### config.mk
export PLATFORM = sky130hd
export DESIGN_NAME = pme_paging
export DESIGN_NICKNAME = d
export VERILOG_FILES = /design/src/pme_paging.v /design/src/pme_window_match.v
export VERILOG_INCLUDE_DIRS = /design/src
export SDC_FILE = /design/constraint.sdc
export NUM_CORES = 1
export LEC_CHECK = 0
export ABC_AREA = 1
export BUFFER_PORTS_ARGS = -buffer_cell sky130_fd_sc_hd__buf_2
export CAP_MARGIN = 15
export CORE_UTILIZATION = 55
export CTS_BUF_LIST = sky130_fd_sc_hd__clkbuf_16
export DETAILED_ROUTE_END_ITERATION = 8
export MAX_ROUTING_LAYER = met4
export PLACE_DENSITY = 0.89
export SLEW_MARGIN = 20
export SYNTH_ARGS = -nofsm -noshare
export SYNTH_HDL_FRONTEND = slang
export SYNTH_HIERARCHICAL = 1
export SYNTH_SLANG_ARGS = --single-unit
### constraint.sdc
create_clock -name clk_sys -period 2.7 [get_ports clk_sys]
set_input_delay 0.135 -clock clk_sys [delete_from_list [all_inputs] [get_ports clk_sys]]
set_output_delay 0.135 -clock clk_sys [all_outputs]
set_load 0.02 [all_outputs]
### src/pme_consts.vh
/*
 * Constants for the paged memory expansion unit: register offsets,
 * field positions, reset values and fixed addresses.
 * Assumes inclusion by bare name from the design files only.
 */
`ifndef PME_CONSTS_VH
`define PME_CONSTS_VH

`define PME_OFS_PIN_ROLE      8'h2D
`define PME_OFS_SIZE          8'h56
`define PME_OFS_BASE          8'h57
`define PME_OFS_BANK1         8'h58
`define PME_OFS_BANK2         8'h59
`define PME_OFS_STATUS        8'h5A

`define PME_RST_PIN_ROLE      8'h00
`define PME_RST_SIZE          8'h00
`define PME_RST_BASE          8'h00
`define PME_RST_BANK          8'h00

`define PME_SZ1_LSB           0
`define PME_SZ2_LSB           4
`define PME_BASE1_LSB         1
`define PME_BASE2_LSB         5

`define PME_SZ_OFF            2'h0
`define PME_SZ_8K             2'h1
`define PME_SZ_16K            2'h2
`define PME_SZ_32K            2'h3

`define PME_BASE_SPECIAL      3'h2
`define PME_VEC_PAGED         16'h7FFE
`define PME_VEC_PLAIN         16'hFFFE

`endif

### src/pme_paging.v
/*
 * Paged memory expansion unit: two windows mapped onto external banks
 * through six expansion lines shared with a general-purpose port.
 * Assumes a one-cycle register port, synchronous CPU address and
 * internal-resource flags supplied by the surrounding address decoder.
 * Every output is registered, so pins and selects trail the CPU address
 * by one clock; the surrounding bus timing must allow for that cycle.
 * Chip-select generation is not part of this block.
 */
// Design decision made here: strobed register access.
// What this block does
// - Two windows, each off, 8K, 16K or 32K
// - Bank lines choose bank, CPU lines byte
// - Used low lines replace CPU address bits
// - Offset width follows window size
// - Base multiple of size, 32K also 0x4000
// - Special 32K window inverts line 14 on hit
// - Window 1 wins where windows overlap
// - Internal registers RAM EEPROM in every bank
// - ROM responds only when bank bits 18:16 zero
// - Reset vector external at 7FFE when paged
// - Pin role bits pick GPIO or bank line
// - Unused bank bit leaves pin for GPIO
// - Assigned unused low line outputs CPU bit
// - Per-window bank registers select visible bank
// - Size register at 0x56 holds both sizes
// - Size field 00 off 01 8K 10 16K 11 32K
// - Base register at 0x57 holds bits 15:13
// - Hit window's bank bits drive assigned lines
`timescale 1ns/1ps
`include "pme_consts.vh"

module pme_paging (
  input  wire        clk_sys,
  input  wire        rst_b,
  input  wire [7:0]  reg_addr,
  input  wire [7:0]  reg_wdata,
  input  wire        reg_wr,
  input  wire        reg_rd,
  output reg  [7:0]  reg_rdata,
  input  wire [15:0] cpu_addr,
  input  wire        internal_hit,
  input  wire        rom_hit,
  input  wire        rom_enabled,
  input  wire        rom_relocated,
  input  wire [5:0]  gpio_out,
  input  wire [5:0]  gpio_oe,
  output reg  [5:0]  port_pin_out,
  output reg  [5:0]  port_pin_oe,
  output reg  [15:13] mem_addr_high,
  output reg  [5:0]  bank_address_lines,
  output reg         external_select,
  output reg         rom_select,
  output reg  [15:0] reset_vector_addr
);

  // Software-visible registers
  reg [7:0] port_pin_role_assign;
  reg [7:0] window_size_select;
  reg [7:0] window_base_select;
  reg [7:0] window1_bank_select;
  reg [7:0] window2_bank_select;

  // Combinational decode results
  wire       hit1_raw;
  wire       hit2_raw;
  wire       spec1;
  wire       spec2;
  reg        hit1;
  reg        hit2;
  reg        spec_hit;
  reg [1:0]  hit_size;
  reg [5:0]  used_mask;
  reg [5:0]  next_lines;
  reg [5:0]  next_pin_out;
  reg [5:0]  next_pin_oe;
  reg [15:13] next_high;
  reg        next_ext;
  reg        next_rom;
  reg [15:0] next_vec;
  reg [7:0]  next_rdata;

  wire [1:0] window1_size_field = window_size_select[`PME_SZ1_LSB+1:`PME_SZ1_LSB];
  wire [1:0] window2_size_field = window_size_select[`PME_SZ2_LSB+1:`PME_SZ2_LSB];
  wire [2:0] window1_base_field = window_base_select[`PME_BASE1_LSB+2:`PME_BASE1_LSB];
  wire [2:0] window2_base_field = window_base_select[`PME_BASE2_LSB+2:`PME_BASE2_LSB];
  wire [5:0] window1_bank_bits  = window1_bank_select[5:0];
  wire [5:0] window2_bank_bits  = window2_bank_select[5:0];

  // Expansion lines a window of this size uses (bit 0 is line 13)
  function [5:0] pme_used_lines;
    input [1:0] size_field;
    input       special;
    begin
      // The 0x4000 case needs line 14 as well, since it carries the
      // inverted offset bit instead of a bank bit
      case (size_field)
        `PME_SZ_8K:  pme_used_lines = 6'h3F;
        `PME_SZ_16K: pme_used_lines = 6'h3E;
        `PME_SZ_32K: pme_used_lines = special ? 6'h3E : 6'h3C;
        default:     pme_used_lines = 6'h00;
      endcase
    end
  endfunction

  // A window counts as enabled for any size code but off
  function pme_window_on;
    input [1:0] size_field;
    begin
      pme_window_on = (size_field != `PME_SZ_OFF);
    end
  endfunction

  pme_window_match u_win1 (
    .cpu_addr          (cpu_addr),
    .window_size_field (window1_size_field),
    .window_base_field (window1_base_field),
    .hit               (hit1_raw),
    .special_base      (spec1)
  );

  pme_window_match u_win2 (
    .cpu_addr          (cpu_addr),
    .window_size_field (window2_size_field),
    .window_base_field (window2_base_field),
    .hit               (hit2_raw),
    .special_base      (spec2)
  );

  // Window 1 always wins; window 2 answers only outside window 1
  always @* begin
    hit1     = hit1_raw;
    hit2     = hit2_raw & ~hit1_raw;
    spec_hit = (hit1 & spec1) | (hit2 & spec2);
  end

  // Lines either window needs; only the low three matter below,
  // since a high line has no CPU bit to fall back on
  always @* begin
    used_mask = pme_used_lines(window1_size_field, spec1) |
                pme_used_lines(window2_size_field, spec2);
  end

  // Bank lines of the hit window; lines inside the offset go back to the CPU
  always @* begin
    hit_size   = `PME_SZ_OFF;
    next_lines = {3'h0, cpu_addr[15:13]};
    if (hit1) begin
      hit_size   = window1_size_field;
      next_lines = window1_bank_bits;
    end else if (hit2) begin
      hit_size   = window2_size_field;
      next_lines = window2_bank_bits;
    end
    // 16K keeps the CPU's bit 13 as part of the byte offset
    if (hit_size == `PME_SZ_16K) begin
      next_lines[0] = cpu_addr[13];
    end
    // 32K on a size multiple keeps bits 14:13 from the CPU
    if ((hit_size == `PME_SZ_32K) && !spec_hit) begin
      next_lines[1:0] = cpu_addr[14:13];
    end
    // 32K at 0x4000: memory bit 14 must come from line 14, inverted,
    // or the window would not be contiguous in the memory device
    if (spec_hit) begin
      next_lines[0] = cpu_addr[13];
      next_lines[1] = ~cpu_addr[14];
    end
  end

  // Expanded address: used low lines replace the CPU's bits 15:13
  always @* begin
    next_high = cpu_addr[15:13];
    if (hit1 | hit2) begin
      next_high = next_lines[2:0];
    end
  end

  // Pin roles: assigned pins carry lines, all others stay with the port
  always @* begin
    next_pin_out = gpio_out;
    next_pin_oe  = gpio_oe;
    // Line 13: CPU bit 13 when neither window uses it
    if (port_pin_role_assign[0]) begin
      next_pin_out[0] = used_mask[0] ? next_lines[0] : cpu_addr[13];
      next_pin_oe[0]  = 1'b1;
    end
    // Line 14: CPU bit 14 when neither window uses it
    if (port_pin_role_assign[1]) begin
      next_pin_out[1] = used_mask[1] ? next_lines[1] : cpu_addr[14];
      next_pin_oe[1]  = 1'b1;
    end
    // Line 15: CPU bit 15 when neither window uses it
    if (port_pin_role_assign[2]) begin
      next_pin_out[2] = used_mask[2] ? next_lines[2] : cpu_addr[15];
      next_pin_oe[2]  = 1'b1;
    end
    // Lines 16 to 18 have no CPU bit; they read low on a miss
    if (port_pin_role_assign[3]) begin
      next_pin_out[3] = next_lines[3];
      next_pin_oe[3]  = 1'b1;
    end
    if (port_pin_role_assign[4]) begin
      next_pin_out[4] = next_lines[4];
      next_pin_oe[4]  = 1'b1;
    end
    if (port_pin_role_assign[5]) begin
      next_pin_out[5] = next_lines[5];
      next_pin_oe[5]  = 1'b1;
    end
  end

  // Internal resources shadow every bank; ROM only in bank group 0
  always @* begin
    next_rom = rom_hit & (~(hit1 | hit2) | (next_lines[5:3] == 3'h0));
    next_ext = (hit1 | hit2) & ~internal_hit & ~next_rom;
  end

  // Paging moves the reset vector into external space; with paging off
  // the ROM flags only decide who answers, not the address
  always @* begin
    if (pme_window_on(window1_size_field) || pme_window_on(window2_size_field)) begin
      next_vec = `PME_VEC_PAGED;
    end else begin
      next_vec = `PME_VEC_PLAIN;
    end
  end

  // Read mux; unmapped offsets read zero
  always @* begin
    next_rdata = 8'h00;
    if (reg_addr == `PME_OFS_PIN_ROLE) begin
      // Six pins only; the top bits have nothing behind them
      next_rdata = {2'h0, port_pin_role_assign[5:0]};
    end else if (reg_addr == `PME_OFS_SIZE) begin
      // Two size fields with unused pairs between them
      next_rdata = {2'h0, window_size_select[5:4], 2'h0, window_size_select[1:0]};
    end else if (reg_addr == `PME_OFS_BASE) begin
      // Base bits 15:13 of each window, gap bits read zero
      next_rdata = {window_base_select[7:5], 1'h0, window_base_select[3:1], 1'h0};
    end else if (reg_addr == `PME_OFS_BANK1) begin
      // Window 1 bank, lines 18:13
      next_rdata = {2'h0, window1_bank_select[5:0]};
    end else if (reg_addr == `PME_OFS_BANK2) begin
      // Window 2 bank, lines 18:13
      next_rdata = {2'h0, window2_bank_select[5:0]};
    end else if (reg_addr == `PME_OFS_STATUS) begin
      // Live view: plain ROM off flag plus hit state of last address
      next_rdata = {3'h0, ~rom_enabled | rom_relocated, external_select, rom_select, hit2, hit1};
    end
  end

  // Pin role register; a write takes effect on the pins one cycle later
  always @(posedge clk_sys or negedge rst_b) begin
    if (!rst_b) begin
      port_pin_role_assign <= `PME_RST_PIN_ROLE;
    end else if (reg_wr && (reg_addr == `PME_OFS_PIN_ROLE)) begin
      port_pin_role_assign <= {2'h0, reg_wdata[5:0]};
    end
  end

  // Window size register; gap bits are forced to zero on write
  always @(posedge clk_sys or negedge rst_b) begin
    if (!rst_b) begin
      window_size_select <= `PME_RST_SIZE;
    end else if (reg_wr && (reg_addr == `PME_OFS_SIZE)) begin
      window_size_select <= {2'h0, reg_wdata[5:4], 2'h0, reg_wdata[1:0]};
    end
  end

  // Window base register; gap bits are forced to zero on write
  always @(posedge clk_sys or negedge rst_b) begin
    if (!rst_b) begin
      window_base_select <= `PME_RST_BASE;
    end else if (reg_wr && (reg_addr == `PME_OFS_BASE)) begin
      window_base_select <= {reg_wdata[7:5], 1'h0, reg_wdata[3:1], 1'h0};
    end
  end

  // Window 1 bank; software switches banks by rewriting it
  always @(posedge clk_sys or negedge rst_b) begin
    if (!rst_b) begin
      window1_bank_select <= `PME_RST_BANK;
    end else if (reg_wr && (reg_addr == `PME_OFS_BANK1)) begin
      window1_bank_select <= {2'h0, reg_wdata[5:0]};
    end
  end

  // Window 2 bank; software switches banks by rewriting it
  always @(posedge clk_sys or negedge rst_b) begin
    if (!rst_b) begin
      window2_bank_select <= `PME_RST_BANK;
    end else if (reg_wr && (reg_addr == `PME_OFS_BANK2)) begin
      window2_bank_select <= {2'h0, reg_wdata[5:0]};
    end
  end

  // Read data stand for one cycle only, zero otherwise
  always @(posedge clk_sys or negedge rst_b) begin
    if (!rst_b) begin
      reg_rdata <= 8'h00;
    end else begin
      reg_rdata <= reg_rd ? next_rdata : 8'h00;
    end
  end

  // Pin drive: registered so the pads never see decode glitches
  always @(posedge clk_sys or negedge rst_b) begin
    if (!rst_b) begin
      port_pin_out <= 6'h00;
      port_pin_oe  <= 6'h00;
    end else begin
      port_pin_out <= next_pin_out;
      port_pin_oe  <= next_pin_oe;
    end
  end

  // Memory-side outputs: registered so every output comes from a flip-flop,
  // at the price of one cycle of address-to-pin latency
  always @(posedge clk_sys or negedge rst_b) begin
    if (!rst_b) begin
      mem_addr_high      <= 3'h0;
      bank_address_lines <= 6'h00;
      external_select    <= 1'b0;
      rom_select         <= 1'b0;
      reset_vector_addr  <= `PME_VEC_PLAIN;
    end else begin
      mem_addr_high      <= next_high;
      bank_address_lines <= next_lines;
      external_select    <= next_ext;
      rom_select         <= next_rom;
      reset_vector_addr  <= next_vec;
    end
  end

endmodule

### src/pme_window_match.v
/*
 * Window hit decoder: compares a CPU address with one window's size and
 * base fields and reports a hit plus whether the 0x4000 32K case is active.
 * Assumes pure combinational use by the paging top.
 */
`timescale 1ns/1ps
`include "pme_consts.vh"

module pme_window_match (
  input  wire [15:0] cpu_addr,
  input  wire [1:0]  window_size_field,
  input  wire [2:0]  window_base_field,
  output reg         hit,
  output reg         special_base
);

  // Base must be a size multiple; 32K may also sit at 0x4000
  always @* begin
    hit          = 1'b0;
    special_base = 1'b0;
    case (window_size_field)
      `PME_SZ_8K: begin
        hit = (cpu_addr[15:13] == window_base_field);
      end
      `PME_SZ_16K: begin
        hit = (cpu_addr[15:14] == window_base_field[2:1]);
      end
      `PME_SZ_32K: begin
        if (window_base_field == `PME_BASE_SPECIAL) begin
          special_base = 1'b1;
          hit = (cpu_addr[15:14] == 2'h1) || (cpu_addr[15:14] == 2'h2);
        end else begin
          hit = (cpu_addr[15] == window_base_field[2]);
        end
      end
      default: begin
        hit = 1'b0;
      end
    endcase
  end

endmodule

==> report_table.html, run 1 <==
<table>
<tr><th>Metric</th><th>Value</th></tr>
<tr><th colspan="2">Worst setup path</th></tr>
<tr><td>Peak fanout along the critical path</td><td>7</td></tr>
<tr><td>Type of the worst setup path</td><td>flip-flop to flip-flop</td></tr>
<tr><td>Crit. End Element</td><td>flip-flop</td></tr>
<tr><td>Crit-path max cell delay</td><td>0.43 ns</td></tr>
<tr><td>Critical-path top delay cell</td><td>sky130_fd_sc_hd__dfrtp_1</td></tr>
<tr><td>Worst EP arrival</td><td>2.34 ns</td></tr>
<tr><td>Critical path, cell by cell</td><td>inv_2 -&gt; nand2_1 -&gt; nor2_1 -&gt; nand2_1 -&gt; nand3_1 -&gt; nand3_1 -&gt; nand2_1 -&gt; o21ai_0 -&gt; a21oi_1 -&gt; nand2_1 -&gt; o21ai_0 -&gt; nand2_1 -&gt; nand2_1 -&gt; nand2_1</td></tr>
<tr><td>Most common cell type on the critical path</td><td>sky130_fd_sc_hd__nand2_1</td></tr>
<tr><td>Data required time at the worst endpoint</td><td>2.92 ns</td></tr>
<tr><td>CP Launch Type</td><td>flip-flop</td></tr>
<tr><th colspan="2">GRT</th></tr>
<tr><td>Maximum number of pins on one net before global-route repair</td><td>44</td></tr>
<tr><td>Vias in the first global route</td><td>2708</td></tr>
<tr><td>Antenna violations before repair</td><td>0</td></tr>
<tr><td>Final global-route overflow total</td><td>0</td></tr>
<tr><td>GRT Total Usage</td><td>29.6%</td></tr>
<tr><td>Wire length of the first global-routing pass</td><td>12.9 mm</td></tr>
<tr><th colspan="2">Die</th></tr>
<tr><td>DIE AREA</td><td>0.00605 mm²</td></tr>
<tr><td>Die Span X</td><td>77.8 µm</td></tr>
<tr><td>Standard cell core area</td><td>0.00551 mm²</td></tr>
<tr><td>Initial core utilization</td><td>57.3%</td></tr>
<tr><td>Count of standard-cell rows</td><td>27</td></tr>
<tr><td>Height of the die</td><td>77.8 µm</td></tr>
<tr><td># IOs</td><td>99</td></tr>
<tr><th colspan="2">Drt</th></tr>
<tr><td>1st-iter DRT viols</td><td>209</td></tr>
<tr><td>Drc violations</td><td>0</td></tr>
<tr><td>Vias post-DR</td><td>2899</td></tr>
<tr><td>Number of nets with antenna violations after routing</td><td>0</td></tr>
<tr><td>Final Routed Wirelength</td><td>7.93 mm</td></tr>
<tr><td>Wire length per cell after detailed routing</td><td>14.3 µm</td></tr>
<tr><td>DR pass1 iterations</td><td>5</td></tr>
<tr><td>Via count normalized by instance count</td><td>5.24</td></tr>
<tr><th colspan="2">Clock tree</th></tr>
<tr><td>Insertion delay to the later sink of the worst-skew pair</td><td>0.33 ns</td></tr>
<tr><td>Number of CTS-inserted buffers</td><td>9</td></tr>
<tr><td>Num Clock Sinks</td><td>60</td></tr>
<tr><td>Clock tree buffer depth</td><td>2</td></tr>
<tr><td>Count of buffers added by post-CTS timing repair for setup</td><td>0</td></tr>
<tr><td>Depth of the CTS H-tree</td><td>3</td></tr>
<tr><td>Cell at the root of the clock tree</td><td>sky130_fd_sc_hd__clkbuf_16</td></tr>
<tr><td>CTS tree</td><td>done</td></tr>
<tr><td>Clock transition time at the flip-flop clock pins of the worst setup and hold paths</td><td>0.05 ns</td></tr>
<tr><th colspan="2">Pwr</th></tr>
<tr><td>Combinational cell fraction of total power</td><td>10.8%</td></tr>
<tr><td>Reported net switching power</td><td>563 µW</td></tr>
<tr><td>Power Density</td><td>599 mW/mm²</td></tr>
<tr><td>Net switching fraction of the power</td><td>24.8%</td></tr>
<tr><td>Worst IR Drop VDD</td><td>0.341 mV</td></tr>
<tr><td>Total power</td><td>2270 µW</td></tr>
<tr><td>Share of total power in the clock network</td><td>46.5%</td></tr>
<tr><td>Internal power contribution</td><td>1710 µW</td></tr>
<tr><td>Fraction of power consumed by sequential logic</td><td>42.7%</td></tr>
<tr><td>Standby leakage power</td><td>0.00205 µW</td></tr>
<tr><th colspan="2">Synth</th></tr>
<tr><td>Share of async-settable or async-resettable flops after synthesis</td><td>100%</td></tr>
<tr><td>Number of synthesized flops with an enable pin</td><td>0</td></tr>
<tr><td>Netlist cell types</td><td>33</td></tr>
<tr><td>Mean Syn Cell Area</td><td>7.89 µm²</td></tr>
<tr><td>Summed instance area of the synthesized netlist</td><td>0.00316 mm²</td></tr>
<tr><td>Post-Syn Instances</td><td>400</td></tr>
<tr><td>Number of flip-flops and latches in the synthesized netlist</td><td>60</td></tr>
<tr><td>Sequential-to-total area share from yosys stat</td><td>47.6%</td></tr>
<tr><td>Count of warnings emitted by yosys</td><td>6</td></tr>
<tr><td>Primary FF master, synth</td><td>sky130_fd_sc_hd__dfrtp_1</td></tr>
<tr><td>Most area-consuming cells after synthesis</td><td>sky130_fd_sc_hd__dfrtp_1 47%, sky130_fd_sc_hd__nand2_1 14%, sky130_fd_sc_hd__inv_1 5.8%</td></tr>
<tr><td>Synth area leader</td><td>sky130_fd_sc_hd__dfrtp_1</td></tr>
<tr><td>Area share of the largest cell type after synthesis</td><td>46.8%</td></tr>
<tr><th colspan="2">Flow run</th></tr>
<tr><td>Max-Cap Viols</td><td>0</td></tr>
<tr><th colspan="2">STA</th></tr>
<tr><td>Measured slew at the worst slew-check pin</td><td>0.928 ns</td></tr>
<tr><td>Maximum frequency from static timing analysis</td><td>0.472 GHz</td></tr>
<tr><td>Final cycle utilization of the critical path</td><td>78.6%</td></tr>
<tr><td>RSZ-0062 raised after global routing</td><td>no</td></tr>
<tr><td>Final hold vios</td><td>0</td></tr>
<tr><td>Setup tns final</td><td>0 ns</td></tr>
<tr><td>Worst rel slew slack</td><td>38.1%</td></tr>
<tr><td>Minimum clock period</td><td>2.12 ns</td></tr>
<tr><td>Pins over their slew limit</td><td>0</td></tr>
<tr><td>Final count of negative-setup-slack endpoints</td><td>0</td></tr>
<tr><td>Final worst clock skew</td><td>0.00456 ns</td></tr>
<tr><th colspan="2">Outcome</th></tr>
<tr><td>Status</td><td>complete, no violations</td></tr>
<tr><th colspan="2">Finish</th></tr>
<tr><td>ANT cells</td><td>0</td></tr>
<tr><td>Post-Layout Cell Count</td><td>553</td></tr>
<tr><td>Number of nets in the layout</td><td>530</td></tr>
<tr><td>Area of all placed cells without fillers</td><td>0.00380 mm²</td></tr>
<tr><td>Filler cell count</td><td>414</td></tr>
<tr><td>Area grow syn2layout</td><td>20.3%</td></tr>
<tr><td>Fraction of final layout cells with drive strength greater than 1</td><td>23.9%</td></tr>
<tr><th colspan="2">Placed design</th></tr>
<tr><td>HPWL after detailed placement</td><td>5.78 mm</td></tr>
<tr><td>Placer Congestion</td><td>0.899</td></tr>
<tr><td>Placed cell areas</td><td>0.00350 mm²</td></tr>
<tr><td>Dpl cells</td><td>536</td></tr>
<tr><td>Count of input and output buffers</td><td>70</td></tr>
<tr><th colspan="2">Hold path</th></tr>
<tr><td>Min-Delay Path Class</td><td>input port to flip-flop</td></tr>
</table>
timing repair:
action,in CTS,in global routing
resized for setup,0,0
hold endpoints to repair,43,0
hold buffers,3,0
placed cells by master, fill, tap and decap left out:
cell type                         n
sky130_fd_sc_hd__buf_2           70
sky130_fd_sc_hd__or2_2            6
sky130_fd_sc_hd__nand3_2          2
sky130_fd_sc_hd__o211ai_1         4
sky130_fd_sc_hd__nand3_1         21
sky130_fd_sc_hd__inv_2            7
sky130_fd_sc_hd__nand2_2          1
sky130_fd_sc_hd__nor3_1           2
sky130_fd_sc_hd__a31oi_1          2
sky130_fd_sc_hd__nand2_4          2
sky130_fd_sc_hd__nor2_2           1
sky130_fd_sc_hd__inv_1           50
sky130_fd_sc_hd__xnor2_1          2
sky130_fd_sc_hd__nand4_2          1
sky130_fd_sc_hd__mux2_4           2
sky130_fd_sc_hd__dlygate4sd3_1    3
sky130_fd_sc_hd__conb_1          15
sky130_fd_sc_hd__o21ai_2          6
sky130_fd_sc_hd__clkbuf_16        9
sky130_fd_sc_hd__buf_4            2
sky130_fd_sc_hd__mux2_2           2
sky130_fd_sc_hd__nor2_1          32
sky130_fd_sc_hd__nand3b_1         3
sky130_fd_sc_hd__dfstp_2          1
sky130_fd_sc_hd__o21ai_0         32
sky130_fd_sc_hd__clkinv_2         1
sky130_fd_sc_hd__nor4b_1          1
sky130_fd_sc_hd__nand2_1        116
sky130_fd_sc_hd__nand4_1          5
sky130_fd_sc_hd__dfrtp_1         59
sky130_fd_sc_hd__bufinv_16        1
sky130_fd_sc_hd__o21bai_1         2
sky130_fd_sc_hd__nor3_4           1
sky130_fd_sc_hd__clkinv_1         2
sky130_fd_sc_hd__a21oi_1          5
sky130_fd_sc_hd__o21ai_1          8
sky130_fd_sc_hd__o22ai_1          2
power by group through the flow:
stage	logic (µW)	registers, µW	clock network [µW]
after floorplan	135	999	0
after global placement	230	981	0
after detailed placement	239	984	0
after CTS	245	970	1060
after global routing	274	974	1100
final	246	971	1060
final timing paths:
path	from	end	slack [ns]	cells past startpoint
worst max-delay path	window_base_select[7]	port_pin_out[0]	0.58	14
worst min-delay path	gpio_oe[1]	port_pin_oe[1]	0.006	2
worst max register to register	window_base_select[7]	port_pin_out[0]	0.58	14
worst min register to register	window2_bank_select[0]	window2_bank_select[0]	0.49	2
max in group asynchronous	rst_b	bank_address_lines[4]	1.43	3
min in group asynchronous	rst_b	bank_address_lines[0]	0.49	2
per-layer routing:
layer / share of wire, % / track usage (%)
met5: 0 / -
met4: 1.6 / 12.6
met1: 42 / 35.9
met3: 8.5 / 7.29
met2: 48 / 47.3
synthesized netlist by cell type, types with 3 or more instances:
cell / number
sky130_fd_sc_hd__inv_1: 49
sky130_fd_sc_hd__buf_4: 16
sky130_fd_sc_hd__nand4_1: 5
sky130_fd_sc_hd__inv_2: 7
sky130_fd_sc_hd__nand3b_1: 3
sky130_fd_sc_hd__buf_6: 3
sky130_fd_sc_hd__or2_2: 6
sky130_fd_sc_hd__o21ai_0: 32
sky130_fd_sc_hd__a21oi_1: 5
sky130_fd_sc_hd__nand3_1: 21
sky130_fd_sc_hd__nor2_1: 32
sky130_fd_sc_hd__o21ai_2: 6
sky130_fd_sc_hd__o211ai_1: 4
sky130_fd_sc_hd__dfrtp_1: 59
sky130_fd_sc_hd__o21ai_1: 8
sky130_fd_sc_hd__nand2_1: 116
registers in the layout (all words and copies together), names as in the netlist:
register              count
reg_rdata                 8
bank_address_lines        6
port_pin_oe               6
port_pin_out              6
port_pin_role_assign      6
window1_bank_select       6
window2_bank_select       6
window_base_select        6
window_size_select        4
mem_addr_high             3
external_select           1
reset_vector_addr         1
rom_select                1
critical path: cells and delay by family (launching register included):
kind	cells	cell delay, ns
compound gates	3	0.41
buf+inv	1	0.11
flops	1	0.43
simple gates	10	1.08
final cells by class:
| cell class | instances | area, µm² | share of cell area [%] |
|---|---|---|---|
| Clock buffer | 9 | 225 | 5.93 |
| Clock inverter | 5 | 46.3 | 1.22 |
| Inverter | 56 | 210 | 5.53 |
| Multi-Input combinational cell | 276 | 1330 | 35.0 |
| Sequential cell | 60 | 1500 | 39.6 |
| Tap cell | 72 | 90.1 | 2.37 |
| Timing Repair Buffer | 75 | 395 | 10.4 |
through the flow:
step	hold slack, ns	setup slack (ns)	utilization (%)
3_3_place_gp	0.305	0.692	63.5
5_1_grt	0.0163	0.313	69.0
4_1_cts	0.00267	0.607	69.0
6_report	0.00639	0.579	69.0
2_1_floorplan	-0.161	0.958	-
3_5_place_dp	0.319	0.608	63.5
kinds of logic (layout without fill, tap and decap cells):
family / after synthesis / after routing / share of synthesized area, %
AO/OA/AOI/OAI: 61 / 61 / 11.0
XOR/XNOR: 2 / 2 / 0.555
buffers and inverters: 77 / 145 / 11.9
flip-flops: 60 / 60 / 47.6
multiplexers: 4 / 4 / 1.66
other: 2 / 15 / 0.238
AND/OR/NAND/NOR: 194 / 194 / 27.1
Power figures use the tool's default switching activity.
==> run 2: changes to the inputs <==
--- a/config.mk
+++ b/config.mk
@@ -9,11 +9,11 @@
 export ABC_AREA = 1
 export BUFFER_PORTS_ARGS = -buffer_cell sky130_fd_sc_hd__buf_2
 export CAP_MARGIN = 15
-export CORE_UTILIZATION = 55
+export CORE_UTILIZATION = 46
 export CTS_BUF_LIST = sky130_fd_sc_hd__clkbuf_16
 export DETAILED_ROUTE_END_ITERATION = 8
 export MAX_ROUTING_LAYER = met4
-export PLACE_DENSITY = 0.89
+export PLACE_DENSITY = 0.8
 export SLEW_MARGIN = 20
 export SYNTH_ARGS = -nofsm -noshare
 export SYNTH_HDL_FRONTEND = slang
==> constraint.sdc (replaced) <==
create_clock -name clk_sys -period 1.86 [get_ports clk_sys]
set_input_delay 0.093 -clock clk_sys [delete_from_list [all_inputs] [get_ports clk_sys]]
set_output_delay 0.093 -clock clk_sys [all_outputs]
set_load 0.02 [all_outputs]
==> run 2 against run 1 <==
The run now ends with DRC, setup timing left; global-route usage down 4.0 points; largest power group unchanged; cell area grew 12%; critical path depth did not move; clock-buffer cell count did not move; core utilization fell by 3.3 points; worst hold slack better by 0.0029 ns; die area rose by 19%; sequential share of layout area fell by 4.3 points; setup slack got worse by 0.62 ns; fmax increased by 11%; sequential power grew 44%.
==> report_table.html, run 2 (synthesized netlist as in run 1, its figures left out) <==
<table>
<tr><th>Metric</th><th>Value</th></tr>
<tr><th colspan="2">Finish</th></tr>
<tr><td>ANT cells</td><td>0</td></tr>
<tr><td>Filler cell count</td><td>519</td></tr>
<tr><td>Post-Layout Cell Count</td><td>595</td></tr>
<tr><td>Number of nets in the layout</td><td>565</td></tr>
<tr><td>Multi-input combinational cell area</td><td>0.00148 mm²</td></tr>
<tr><td>Core Util, Final</td><td>65.7%</td></tr>
<tr><td>Storage element area</td><td>0.00150 mm²</td></tr>
<tr><td>Fraction of final layout cells with drive strength greater than 1</td><td>34.4%</td></tr>
<tr><td>Area grow syn2layout</td><td>35.2%</td></tr>
<tr><td>Number of flip-flops under the largest register name</td><td>8</td></tr>
<tr><td>Commonest non-fill, non-tap cell in the layout</td><td>sky130_fd_sc_hd__nand2_1</td></tr>
<tr><td>Register containing the most flip-flops in the final layout</td><td>reg_rdata</td></tr>
<tr><td>Most frequent cells in the layout</td><td>104 x sky130_fd_sc_hd__nand2_1, 70 x sky130_fd_sc_hd__buf_2, 58 x sky130_fd_sc_hd__dfrtp_1</td></tr>
<tr><th colspan="2">Worst setup path</th></tr>
<tr><td>Data required time at the worst endpoint</td><td>2.07 ns</td></tr>
<tr><td>Critical-path top delay cell</td><td>sky130_fd_sc_hd__dfrtp_1</td></tr>
<tr><td>Peak fanout along the critical path</td><td>5</td></tr>
<tr><td>Critical path, cell by cell</td><td>inv_2 -&gt; nand2_2 -&gt; nor2_2 -&gt; nand2_1 -&gt; nand3_2 -&gt; nand3_4 -&gt; inv_6 -&gt; buf_6 -&gt; o21ai_0 -&gt; nor2_1 -&gt; nand2_1 -&gt; nand3_2 -&gt; buf_4 -&gt; nand2_1</td></tr>
<tr><td>CP Launch Type</td><td>flip-flop</td></tr>
<tr><td>Type of the worst setup path</td><td>flip-flop to flip-flop</td></tr>
<tr><td>Most common cell type on the critical path</td><td>sky130_fd_sc_hd__nand2_1</td></tr>
<tr><td>Crit. End Element</td><td>flip-flop</td></tr>
<tr><td>Crit-path max cell delay</td><td>0.41 ns</td></tr>
<tr><td>Worst EP arrival</td><td>2.11 ns</td></tr>
<tr><th colspan="2">Drt</th></tr>
<tr><td>Wire length per cell after detailed routing</td><td>14.8 µm</td></tr>
<tr><td>1st-iter DRT viols</td><td>303</td></tr>
<tr><td>Vias post-DR</td><td>3097</td></tr>
<tr><td>Final Routed Wirelength</td><td>8.81 mm</td></tr>
<tr><td>Via count normalized by instance count</td><td>5.21</td></tr>
<tr><td>Number of nets with antenna violations after routing</td><td>0</td></tr>
<tr><td>Drc violations</td><td>8</td></tr>
<tr><td>DR pass1 iterations</td><td>9</td></tr>
<tr><th colspan="2">GRT</th></tr>
<tr><td>Maximum number of pins on one net before global-route repair</td><td>33</td></tr>
<tr><td>Antenna violations before repair</td><td>0</td></tr>
<tr><td>Met2 global-route usage</td><td>41.4%</td></tr>
<tr><td>Wire length of the first global-routing pass</td><td>13.5 mm</td></tr>
<tr><td>GRT Total Usage</td><td>25.7%</td></tr>
<tr><td>Vias in the first global route</td><td>2854</td></tr>
<tr><td>Final global-route overflow total</td><td>0</td></tr>
<tr><td>Peak-usage layer in the global routing report</td><td>met2</td></tr>
<tr><td>Global-route met3 utilization</td><td>4.09%</td></tr>
<tr><td>Grt met1 use</td><td>30.1%</td></tr>
<tr><th colspan="2">STA</th></tr>
<tr><td>Maximum frequency from static timing analysis</td><td>0.525 GHz</td></tr>
<tr><td>Final count of negative-setup-slack endpoints</td><td>3</td></tr>
<tr><td>Measured slew at the worst slew-check pin</td><td>0.654 ns</td></tr>
<tr><td>PnR worst setup slack</td><td>-0.0448 ns</td></tr>
<tr><td>Final cycle utilization of the critical path</td><td>102%</td></tr>
<tr><td>RSZ-0062 raised after global routing</td><td>yes</td></tr>
<tr><td>Pins over their slew limit</td><td>0</td></tr>
<tr><td>Setup tns final</td><td>-0.0770 ns</td></tr>
<tr><td>Final worst clock skew</td><td>0.00499 ns</td></tr>
<tr><td>Worst rel slew slack</td><td>56.4%</td></tr>
<tr><td>Final hold vios</td><td>0</td></tr>
<tr><td>Minimum clock period</td><td>1.90 ns</td></tr>
<tr><td>Worst Hold Margin</td><td>0.00932 ns</td></tr>
<tr><th colspan="2">Outcome</th></tr>
<tr><td>Status</td><td>finished, violations left</td></tr>
<tr><td>Violations in the final reports</td><td>DRC, setup timing</td></tr>
<tr><th colspan="2">Die</th></tr>
<tr><td>Die Span X</td><td>84.8 µm</td></tr>
<tr><td>Count of standard-cell rows</td><td>29</td></tr>
<tr><td>Initial core utilization</td><td>48.6%</td></tr>
<tr><td>Height of the die</td><td>84.8 µm</td></tr>
<tr><td>Standard cell core area</td><td>0.00649 mm²</td></tr>
<tr><td># IOs</td><td>99</td></tr>
<tr><td>DIE AREA</td><td>0.00720 mm²</td></tr>
<tr><th colspan="2">Clock tree</th></tr>
<tr><td>Depth of the CTS H-tree</td><td>3</td></tr>
<tr><td>Number of CTS-inserted buffers</td><td>9</td></tr>
<tr><td>Num Clock Sinks</td><td>60</td></tr>
<tr><td>Clock tree buffer depth</td><td>2</td></tr>
<tr><td>Clock transition time at the flip-flop clock pins of the worst setup and hold paths</td><td>0.05 ns</td></tr>
<tr><td>Insertion delay to the later sink of the worst-skew pair</td><td>0.33 ns</td></tr>
<tr><td>CTS tree</td><td>done</td></tr>
<tr><td>Cell at the root of the clock tree</td><td>sky130_fd_sc_hd__clkbuf_16</td></tr>
<tr><th colspan="2">Placed design</th></tr>
<tr><td>Placer Congestion</td><td>0.914</td></tr>
<tr><td>Count of input and output buffers</td><td>70</td></tr>
<tr><td>Dpl cells</td><td>563</td></tr>
<tr><td>HPWL after detailed placement</td><td>6.05 mm</td></tr>
<tr><th colspan="2">Pwr</th></tr>
<tr><td>Worst IR Drop VDD</td><td>0.405 mV</td></tr>
<tr><td>Standby leakage power</td><td>0.00226 µW</td></tr>
<tr><td>Power Density</td><td>770 mW/mm²</td></tr>
<tr><th colspan="2">Flow run</th></tr>
<tr><td>Max-Cap Viols</td><td>0</td></tr>
<tr><th colspan="2">Hold path</th></tr>
<tr><td>Min-Delay Path Class</td><td>input port to flip-flop</td></tr>
</table>
[run 2: path summary, 6_finish.rpt]
check	from	endpoint	slack, ns	cells after the start
max	window_base_select[3]	mem_addr_high[14]	-0.04	14
max in group asynchronous	rst_b	window_base_select[2]	0.92	3
min reg2reg	window2_bank_select[3]	window2_bank_select[3]	0.48	2
min	gpio_out[3]	port_pin_out[3]	0.009	2
min in group asynchronous	rst_b	port_pin_oe[4]	0.33	2
max reg2reg	window_base_select[3]	mem_addr_high[14]	-0.04	14
[run 2: stage by stage]
stage	area [µm²]	total power [µW]	setup slack (ns)
2_1_floorplan	3210	1650	0.118
3_3_place_gp	3680	1790	0.00100
3_5_place_dp	3680	1800	-0.0494
4_1_cts	4080	3270	-0.00227
5_1_grt	4270	3390	-0.130
6_report	4270	3290	-0.0448
[run 2: per-layer routing]
metal	vias to the layer above	wire length [µm]
met1	1414	3520
li1	1464	-
met5	-	0
met2	185	4340
met4	0	343
met3	34	609
[run 2: final cells by class]
cell class                 instances  share of cell area (%)
clock buffer                       9                    5.28
inverter                          56                    5.04
sequential                        60                    35.2
timing repair buffer             110                    16.7
multi-input combinational        276                    34.7
clock inverter                     7                   0.821
tap                               77                    2.26
[run 2: power breakdown]
| part | internal (µW) | total [µW] | switching, µW |
|---|---|---|---|
| clock network | 879 | 1450 | 569 |
| registers | 1360 | 1400 | 38.8 |
| logic | 166 | 435 | 269 |
| total | 2410 | 3290 | 876 |
[run 2: repair_timing]
action | 4_1_cts | 5_1_grt
hold buffers | 12 | 0
gates resized for setup | 5 | 45
hold endpoints to repair | 38 | 0
endpoints found under the setup margin | 9 | 12
buffers inserted | 1 | 3
pin swaps | 2 | 18
[run 2: worst max-delay path: cells and delay by family (launching register included)]
kind / cells / cell delay (ns)
buffers and inverters: 4 / 0.46
AND/OR/NAND/NOR: 9 / 0.84
AO/OA/AOI/OAI: 1 / 0.07
flip-flops: 1 / 0.41
